[src/design/slave_port_consts.vh]
/*
 * constants of the parallel slave port: register offsets, field positions,
 * reset values and the all-inputs control direction code.
 * assumes an 8-bit register bus with a 3-bit address.
 */
`ifndef SLAVE_PORT_CONSTS_VH
`define SLAVE_PORT_CONSTS_VH

// ==========================================================================
// register offsets
`define OFS_CONTROL        3'h0
`define OFS_DATA           3'h1
`define OFS_REQUEST        3'h2
`define OFS_CTRL_DIR       3'h3
`define OFS_DATA_DIR       3'h4

// ==========================================================================
// control register fields
`define BIT_INPUT_FULL     7
`define BIT_OUTPUT_FULL    6
`define BIT_OVERFLOW       5
`define BIT_SELECT         4

// ==========================================================================
// request register fields
`define BIT_PORT_INT       7

// ==========================================================================
// reset values and the all-inputs control direction code
`define RST_CTRL_DIR       3'h7
`define RST_DATA_DIR       8'hff
`define RST_BYTE           8'h00
`define CTRL_DIR_INPUTS    3'h7

`endif

[src/design/pin_sync.v]
/*
 * three-stage input synchroniser with agreement filter.
 * assumes inputs are asynchronous to CLK; output changes only once
 * the second and third stages agree.
 */
module pin_sync #(
	parameter WIDTH = 1,
	parameter [WIDTH-1:0] INIT = {WIDTH{1'b0}}
) (
	input  wire             CLK,
	input  wire             RESET,
	input  wire [WIDTH-1:0] D,
	output wire [WIDTH-1:0] Q
);

	reg  [WIDTH-1:0] s1_q;
	reg  [WIDTH-1:0] s2_q;
	reg  [WIDTH-1:0] s3_q;
	reg  [WIDTH-1:0] level_q;
	wire [WIDTH-1:0] level_d;
	wire [WIDTH-1:0] agree;

	// ======================================================================
	// first stage is read only by the second
	assign agree   = ~(s2_q ^ s3_q);
	assign level_d = (agree & s3_q) | (~agree & level_q);

	always @(posedge CLK) begin
		if (RESET) begin
			s1_q    <= INIT;
			s2_q    <= INIT;
			s3_q    <= INIT;
			level_q <= INIT;
		end else begin
			s1_q    <= D;
			s2_q    <= s1_q;
			s3_q    <= s2_q;
			level_q <= level_d;
		end
	end

	assign Q = level_q;

endmodule // pin_sync

[src/design/parallel_slave_port.v]
/*
 * parallel slave port: 8-bit data port usable as a latch for an external
 * processor, with input-full, output-full, overflow and interrupt flags.
 * assumes a one-clock register bus (read data one cycle after the read
 * strobe) and asynchronous strobes from the external processor.
 */
// Chosen here: the address-and-strobe port and the address map.
`include "slave_port_consts.vh"

module parallel_slave_port #(
	parameter DATA_W = 8
) (
	input  wire              CLK,
	input  wire              RESET,
	input  wire [2:0]        ADDR,
	input  wire [7:0]        WDATA,
	input  wire              WR_STB,
	input  wire              RD_STB,
	output wire [7:0]        RDATA,
	input  wire              MCU_MODE,
	input  wire              RD_N,
	input  wire              WR_N,
	input  wire              CS_N,
	input  wire [DATA_W-1:0] DATA_PORT_PINS_IN,
	output wire [DATA_W-1:0] DATA_PORT_PINS_OUT,
	output wire [DATA_W-1:0] DATA_PORT_PINS_OE,
	output wire              PORT_INTERRUPT_FLAG,
	output wire              SLAVE_PORT_ACTIVE
);

	reg  [7:0]        rdata_q;
	reg               slave_port_select_q;
	reg               input_full_flag_q;
	reg               output_full_flag_q;
	reg               input_overflow_flag_q;
	reg               port_interrupt_flag_q;
	reg  [2:0]        control_pin_direction_q;
	reg  [DATA_W-1:0] data_dir_q;
	reg  [DATA_W-1:0] out_latch_q;
	reg  [DATA_W-1:0] in_latch_q;
	reg               wr_act_q;
	reg               rd_act_q;
	wire [2:0]        strobes;
	wire [DATA_W-1:0] pins;
	wire              enabled;
	wire              wr_act;
	wire              rd_act;
	wire              wr_end;
	wire              rd_start;
	wire              rd_end;
	wire              cpu_wr_ctrl;
	wire              cpu_wr_data;
	wire              cpu_wr_req;
	wire              cpu_wr_cdir;
	wire              cpu_wr_ddir;
	wire              cpu_rd_data;

	// ======================================================================
	// synchronisers
	pin_sync #(
		.WIDTH (3),
		.INIT  (3'h7)
	) u_strobe_sync (
		.CLK   (CLK),
		.RESET (RESET),
		.D     ({CS_N, WR_N, RD_N}),
		.Q     (strobes)
	);

	pin_sync #(
		.WIDTH (DATA_W),
		.INIT  ({DATA_W{1'b0}})
	) u_data_sync (
		.CLK   (CLK),
		.RESET (RESET),
		.D     (DATA_PORT_PINS_IN),
		.Q    (pins)
	);

	// ======================================================================
	// mode and access detection
	assign enabled = slave_port_select_q & MCU_MODE
		& (control_pin_direction_q == `CTRL_DIR_INPUTS);
	assign wr_act   = enabled & ~strobes[2] & ~strobes[1];
	assign rd_act   = enabled & ~strobes[2] & ~strobes[0];
	// an end is only counted while the port stays enabled: dropping the mode
	// in mid-access must not look like a finished transfer
	assign wr_end   = enabled & wr_act_q & ~wr_act;
	assign rd_start = rd_act & ~rd_act_q;
	assign rd_end   = enabled & rd_act_q & ~rd_act;

	// ======================================================================
	// register decode
	function reg_hit;
		input       stb;
		input [2:0] addr;
		input [2:0] ofs;
		begin
			reg_hit = stb & (addr == ofs);
		end
	endfunction

	assign cpu_wr_ctrl = reg_hit(WR_STB, ADDR, `OFS_CONTROL);
	assign cpu_wr_data = reg_hit(WR_STB, ADDR, `OFS_DATA);
	assign cpu_wr_req  = reg_hit(WR_STB, ADDR, `OFS_REQUEST);
	assign cpu_wr_cdir = reg_hit(WR_STB, ADDR, `OFS_CTRL_DIR);
	assign cpu_wr_ddir = reg_hit(WR_STB, ADDR, `OFS_DATA_DIR);
	assign cpu_rd_data = reg_hit(RD_STB, ADDR, `OFS_DATA);

	always @(posedge CLK) begin
		if (RESET) begin
			wr_act_q <= 1'b0;
			rd_act_q <= 1'b0;
		end else begin
			wr_act_q <= wr_act;
			rd_act_q <= rd_act;
		end
	end

	// ======================================================================
	// configuration registers
	always @(posedge CLK) begin
		if (RESET) begin
			slave_port_select_q     <= 1'b0;
			control_pin_direction_q <= `RST_CTRL_DIR;
			data_dir_q              <= `RST_DATA_DIR;
			out_latch_q             <= `RST_BYTE;
		end else begin
			if (cpu_wr_ctrl) begin
				slave_port_select_q <= WDATA[`BIT_SELECT];
			end
			if (cpu_wr_cdir) begin
				control_pin_direction_q <= WDATA[2:0];
			end
			if (cpu_wr_ddir) begin
				data_dir_q <= WDATA[DATA_W-1:0];
			end
			if (cpu_wr_data) begin
				out_latch_q <= WDATA[DATA_W-1:0];
			end
		end
	end

	// ======================================================================
	// data capture and status flags; hardware set wins over software clear
	always @(posedge CLK) begin
		if (RESET) begin
			in_latch_q            <= `RST_BYTE;
			input_full_flag_q     <= 1'b0;
			output_full_flag_q    <= 1'b0;
			input_overflow_flag_q <= 1'b0;
			port_interrupt_flag_q <= 1'b0;
		end else begin
			// data is sampled while the write is still low, so the data
			// synchroniser has settled by the time the strobe edge is seen
			if (wr_act) begin
				in_latch_q <= pins;
			end
			if (wr_end) begin
				input_full_flag_q <= 1'b1;
			end else if (cpu_rd_data) begin
				input_full_flag_q <= 1'b0;
			end
			if (wr_end && input_full_flag_q && !cpu_rd_data) begin
				input_overflow_flag_q <= 1'b1;
			end else if (cpu_wr_ctrl && !WDATA[`BIT_OVERFLOW]) begin
				input_overflow_flag_q <= 1'b0;
			end
			if (cpu_wr_data && !rd_act) begin
				output_full_flag_q <= 1'b1;
			end else if (rd_start) begin
				output_full_flag_q <= 1'b0;
			end
			if (wr_end || rd_end) begin
				port_interrupt_flag_q <= 1'b1;
			end else if (cpu_wr_req && !WDATA[`BIT_PORT_INT]) begin
				port_interrupt_flag_q <= 1'b0;
			end
		end
	end

	// ======================================================================
	// pin drive: while enabled, latch on pins during external read and released otherwise; when not enabled, general purpose
	assign DATA_PORT_PINS_OUT = out_latch_q;
	assign DATA_PORT_PINS_OE  = enabled ? {DATA_W{rd_act_q}} : ~data_dir_q;

	// ======================================================================
	// register read-back
	always @(posedge CLK) begin
		if (RESET) begin
			rdata_q <= `RST_BYTE;
		end else if (RD_STB) begin
			if (ADDR == `OFS_CONTROL) begin
				rdata_q <= {input_full_flag_q, output_full_flag_q,
					input_overflow_flag_q, slave_port_select_q, 4'h0};
			end else if (ADDR == `OFS_DATA) begin
				rdata_q <= enabled ? in_latch_q : pins;
			end else if (ADDR == `OFS_REQUEST) begin
				rdata_q <= {port_interrupt_flag_q, 7'h00};
			end else if (ADDR == `OFS_CTRL_DIR) begin
				rdata_q <= {5'h00, control_pin_direction_q};
			end else if (ADDR == `OFS_DATA_DIR) begin
				rdata_q <= data_dir_q;
			end else begin
				rdata_q <= `RST_BYTE;
			end
		end else begin
			rdata_q <= `RST_BYTE;
		end
	end

	assign RDATA               = rdata_q;
	assign PORT_INTERRUPT_FLAG = port_interrupt_flag_q;
	assign SLAVE_PORT_ACTIVE   = enabled;

endmodule // parallel_slave_port

[config.mk]
export PLATFORM = sky130hd
export DESIGN_NAME = parallel_slave_port
export DESIGN_NICKNAME = d
export VERILOG_FILES = /design/src/design/pin_sync.v /design/src/design/parallel_slave_port.v
export VERILOG_INCLUDE_DIRS = /design/src /design/src/design
export SDC_FILE = /design/constraint.sdc
export NUM_CORES = 1
export LEC_CHECK = 0
export BUFFER_PORTS_ARGS = -buffer_cell sky130_fd_sc_hd__buf_2
export CAP_MARGIN = 25
export CORE_MARGIN = 3
export CORE_UTILIZATION = 55
export DETAILED_ROUTE_END_ITERATION = 10
export PLACE_DENSITY_LB_ADDON = 0.05
export SKIP_CTS_REPAIR_TIMING = 1
export SLEW_MARGIN = 0
export SYNTH_ARGS = -nofsm -noshare
export SYNTH_HDL_FRONTEND = slang
export SYNTH_SLANG_ARGS = --single-unit
[constraint.sdc]
create_clock -name CLK -period 2.42 [get_ports CLK]
set_input_delay 0.242 -clock CLK [delete_from_list [all_inputs] [get_ports CLK]]
set_output_delay 0.242 -clock CLK [all_outputs]
set_load 0.005 [all_outputs]
* Word-level counts from Yosys, hierarchy flattened
Cells that the tools add are included.
** Storage, ports and cells
- Bits in registers :: 86
- Word-level logic and storage cells :: 94
** Operators by class
- Eq/ne operators :: 5
- Muxes and demuxes :: 15
- Bitwise logic cells :: 36
- Reduce and logical (&&, ||, !) cells :: 17
** Operator list (number)
- 8-bit 2-to-1 mux :: 7
- 8-bit NOT :: 3
- 1-bit AND :: 16
- 8-bit AND :: 2
- 1-bit 2-to-1 mux :: 8
- 8-bit bitwise OR :: 1
- 2-bit nonzero test :: 4
- 8-bit XOR :: 1
- 1-bit NOT :: 7
- 3-bit AND :: 2
- 3-bit by 2-bit == test with 1-bit output (second input constant) :: 2
- 3-bit == test (second input constant) :: 2
- 3-bit NOT :: 2
- 1-bit logical AND :: 5
- 1-bit zero test :: 4
- 3-bit by 1-bit == test with 1-bit output (second input constant) :: 1
- 3-bit zero test :: 1
- 3-bit bitwise OR :: 1
- 3-bit OR reduction :: 1
- 3-bit XOR :: 1
- 2-bit OR reduction :: 1
- 1-bit logical OR :: 1

* Logic depth before layout (Yosys ltp)
- Word-level depth :: 9
- Mapped depth :: 7
- Gate-level depth less buffers :: 5

* Modules after synthesis
From an unflattened synthesis, not the netlist that was laid out.
** Second synthesis, totals
- Cells, all modules :: 336
- Area, all modules :: 3084.2 sq um
** Modules (own cells, without submodules)
- parallel_slave_port :: instances 1, cells an instance 222, area an instance 1804.2 sq um
- pin_sync at u_data_sync :: instances 1, cells an instance 83, area an instance 923.4 sq um
- pin_sync at u_strobe_sync :: instances 1, cells an instance 31, area an instance 356.6 sq um

* Least setup slack after synthesis
OpenSTA, ideal clock, no wires.
- Path kind :: reg-to-reg
- From :: reg (tool-made name)
- To :: reg in_latch_q[7]
- Setup time :: 0.128 ns
- Data arrival time :: 1.159 ns
- Data required time :: 2.292 ns
- Setup slack :: 1.134 ns
- Cell stages (with the launch flop) :: 6
- Period minus slack after synthesis :: 1.286 ns
- Cells stage by stage :: dfxtp_1 > clkbuf_1 > nor2_2 > nand3_1 > mux2i_1 > nor2_1
** RTL lines
- end signal: assignment :: RTL line parallel_slave_port.v:148 : in_latch_q <= `RST_BYTE;
- end signal: assignment :: RTL line parallel_slave_port.v:157 : in_latch_q <= pins;
- end: declaration :: RTL line parallel_slave_port.v:40 : reg [DATA_W-1:0] in_latch_q;

* Worst setup path after layout
- From :: reg slave_port_select_q
- To :: out DATA_PORT_PINS_OE[6]
** On the way
- Word-level cells in the longest chain between the ends :: 3
** RTL lines
- start: declaration :: RTL line parallel_slave_port.v:32 : reg slave_port_select_q;
- start signal: assignment :: RTL line parallel_slave_port.v:130 : slave_port_select_q <= WDATA[`BIT_SELECT];
- 1-bit AND (2 in series) :: RTL line parallel_slave_port.v:82 : assign enabled = slave_port_select_q & MCU_MODE
- 8-bit 2-to-1 mux :: RTL line parallel_slave_port.v:185 : assign DATA_PORT_PINS_OE = enabled ? {DATA_W{rd_act_q}} : ~data_dir_q;
- end: declaration :: RTL line parallel_slave_port.v:26 : output wire [DATA_W-1:0] DATA_PORT_PINS_OE,
Every way passes these cells.

==> flow_metrics.env <==
export IMPL_start_kind="flip-flop"
export IMPL_dieArea_sq_um=6503
export IMPL_cap_violations=0
export IMPL_fin_area_sq_um=3550
export IMPL_netlist_cell_type_count=36
export IMPL_p_leak_nw=1.427
export IMPL_multi_input_area_sq_um=1234
export IMPL_layoutNonFillerInstCount=464
export IMPL_hold_violations=0
export IMPL_die_w_um=80.64
export IMPL_drv_slew=0
export IMPL_place_ws_ns=0.8882
export IMPL_placed_cell_area_sq_um=3364
export IMPL_final_net_count=416
export IMPL_clock_sinks=86
export IMPL_ant_nets=0
export IMPL_synth_nets=367
export IMPL_ios=53
export IMPL_cp_buffers_inverters=3
export IMPL_place_gp_congestion=0.9475
export IMPL_holdCritPathClass="in2reg"
export IMPL_path_clk_slew_ns=0.08
export IMPL_min_period_over_period_pct=80.25
export IMPL_area_growth_pct=15.84
export IMPL_syn_inst=340
export IMPL_fillerInstances=464
export IMPL_relSlewSlack_pct=70.68
export IMPL_h_tree_depth=3
export IMPL_cp_slowest_stage_delay_ns=0.38
export IMPL_grt_overflow=0
export IMPL_wl_mm=6.383
export IMPL_regArea_sq_um=1722
export IMPL_clk_path_buf_depth=2
export IMPL_synth_enable_flop_cells=0
export IMPL_max_freq_mhz=514.9
export IMPL_syn_cell_area_sq_um=3064
export IMPL_vias_per_cell=5.373
export IMPL_fin_setup_tns_ns=0
export IMPL_cp_arrival_ns=1.70
export IMPL_avgSynthCellArea_sq_um=9.012
export IMPL_min_period_ns=1.942
export IMPL_worst_pin_slew_ns=0.4379
export IMPL_vdd_drop_max_uv=419.1
export IMPL_power_density_nw_per_um2=713.1
export IMPL_clkLatencyLatePin_ns=0.34
export IMPL_grt_usage_pct=21.26
export IMPL_initial_core_util_pct=58.50
export IMPL_cts_tree="done"
export IMPL_drt_initial_drc_count=228
export IMPL_synth_top_area_cell="dfxtp_1"
export IMPL_synth_top_area_share_pct=56.19
export IMPL_synthTopCellsByArea="dfxtp_1 56%, nand2_1 7.3%, nor2b_1 5.5%"
export IMPL_synthArstFlopShare_pct=0
export IMPL_synth_seq_area_share_pct=56.19
export IMPL_io_buffer_count=52
export IMPL_finalSetupViolCount=0
export IMPL_ys_warn_count=0
export IMPL_diodes=0
export IMPL_skew_ns=0.01211
export IMPL_crit_path_cell_trace="and4_1 -> nand2_1 -> inv_2 -> buf_4 -> o21ai_0 -> buf_2"
export IMPL_synth_main_ff_cell="dfxtp_1"
export IMPL_mostFrequentLayoutCells="86 x dfxtp_1, 60 x nand2_1, 52 x buf_2, 30 x a21oi_1, 27 x nor2b_1"
export IMPL_dr_pass1_iters=4
export IMPL_crit_type="reg2out"
export IMPL_endpoint_kind="output pin"
export IMPL_row_count=26
export IMPL_antenna_found_initial=0
export IMPL_dieHeight_um=80.64
export IMPL_grt_pass1_wl_mm=10.67
export IMPL_routedWlPerCell_um=13.76
export IMPL_dp_hpwl_mm=4.405
export IMPL_dp_cells=448
export IMPL_drc=0
export IMPL_first_global_vias=2286
export IMPL_critPathSlowestCell="dfxtp_1"
export IMPL_grt_max_degree=79
export IMPL_final_common_cell="dfxtp_1"
export IMPL_ctsRootBufferMaster="clkbuf_8"
export IMPL_cp_top_family="buffers and inverters"
export IMPL_vias=2493
export IMPL_rsz0062_at_grt="no"
export IMPL_path_max_fanout=18
export IMPL_cp_data_required_time_ns=2.18
export IMPL_status="finished, final reports clean"
export IMPL_drive_gt1_share_pct=21.57
export IMPL_cts_made_buffers=9
export IMPL_total_power_w=0.002531
export IMPL_final_setup_worst_slack_ns=0.4780
export IMPL_ys_seq_elements=86
export IMPL_core_sq_um=5238
-- cell usage after synthesis (2+ instances only) --
| cell | count |
|---|---|
| a21oi_1 | 30 |
| o21bai_1 | 3 |
| buf_4 | 3 |
| a22oi_1 | 2 |
| a211o_1 | 3 |
| nor2_1 | 11 |
| nand4b_1 | 2 |
| inv_1 | 4 |
| nor2b_1 | 27 |
| buf_2 | 3 |
| o21ai_0 | 25 |
| clkbuf_1 | 9 |
| a31oi_1 | 7 |
| buf_1 | 2 |
| or2_2 | 9 |
| nand3_1 | 25 |
| dfxtp_1 | 86 |
| a32oi_1 | 3 |
| o31ai_1 | 2 |
| nand2_1 | 60 |
| nand3b_1 | 8 |
| nor3b_2 | 2 |
-- worst paths after layout --
| check | from | end | slack (ns) | cells past startpoint |
|---|---|---|---|---|
| min | WR_N | u_strobe_sync.s1_q[1]$_SDFF_PP1_ | 0.08 | 2 |
| max | slave_port_select_q$_SDFFE_PP0N_ | DATA_PORT_PINS_OE[6] | 0.48 | 6 |
| min reg2reg | u_strobe_sync.s1_q[1]$_SDFF_PP1_ | u_strobe_sync.s2_q[1]$_SDFF_PP1_ | 0.41 | 1 |
| max reg2reg | slave_port_select_q$_SDFFE_PP0N_ | RDATA[0]$_SDFF_PP0_ | 0.88 | 6 |
-- through the flow --
step / utilization (%) / hold WS, ns
after CTS: 67.77 / 0.06813
after global routing: 67.77 / 0.08019
after global placement: 64.24 / 0.3923
after detailed placement: 64.24 / 0.3969
after floorplan: - / 0.3458
final: 67.77 / 0.08112
-- metal layers --
| layer | routed length, um | vias to the layer above | global-route usage [%] |
|---|---|---|---|
| met2 | 2925 | 64 | 31.46 |
| met3 | 374 | 13 | 3.924 |
| met5 | 0 | - | 0 |
| met4 | 131 | 0 | 10.47 |
| met1 | 2952 | 1157 | 29.53 |
| li1 | - | 1259 | - |
-- power by group --
part	switching (W)	leakage (nW)	internal [W]	total (W)
registers	0.0000170	0.701	0.00145	0.00147
clock network	0.000491	0.0930	0.000434	0.000924
logic	0.0000785	0.633	0.0000612	0.000140
-- cell type report --
class	count	share of cell area, %
flip-flops and latches	86	48.50
multi-input cells	231	34.75
repair buffers	56	8.530
clock buffers	12	4.371
well taps	70	2.467
clock inverters	4	0.8460
inverters	5	0.5287
-- cells by family after synthesis --
family	Yosys count	synth area share, %
AND/OR/NAND/NOR	153	25.52
flip-flops	86	56.19
AO/OA/AOI/OAI	77	14.41
buffers and inverters	23	3.552
multiplexers	1	0.3267
(Power assumes the default switching activity.)
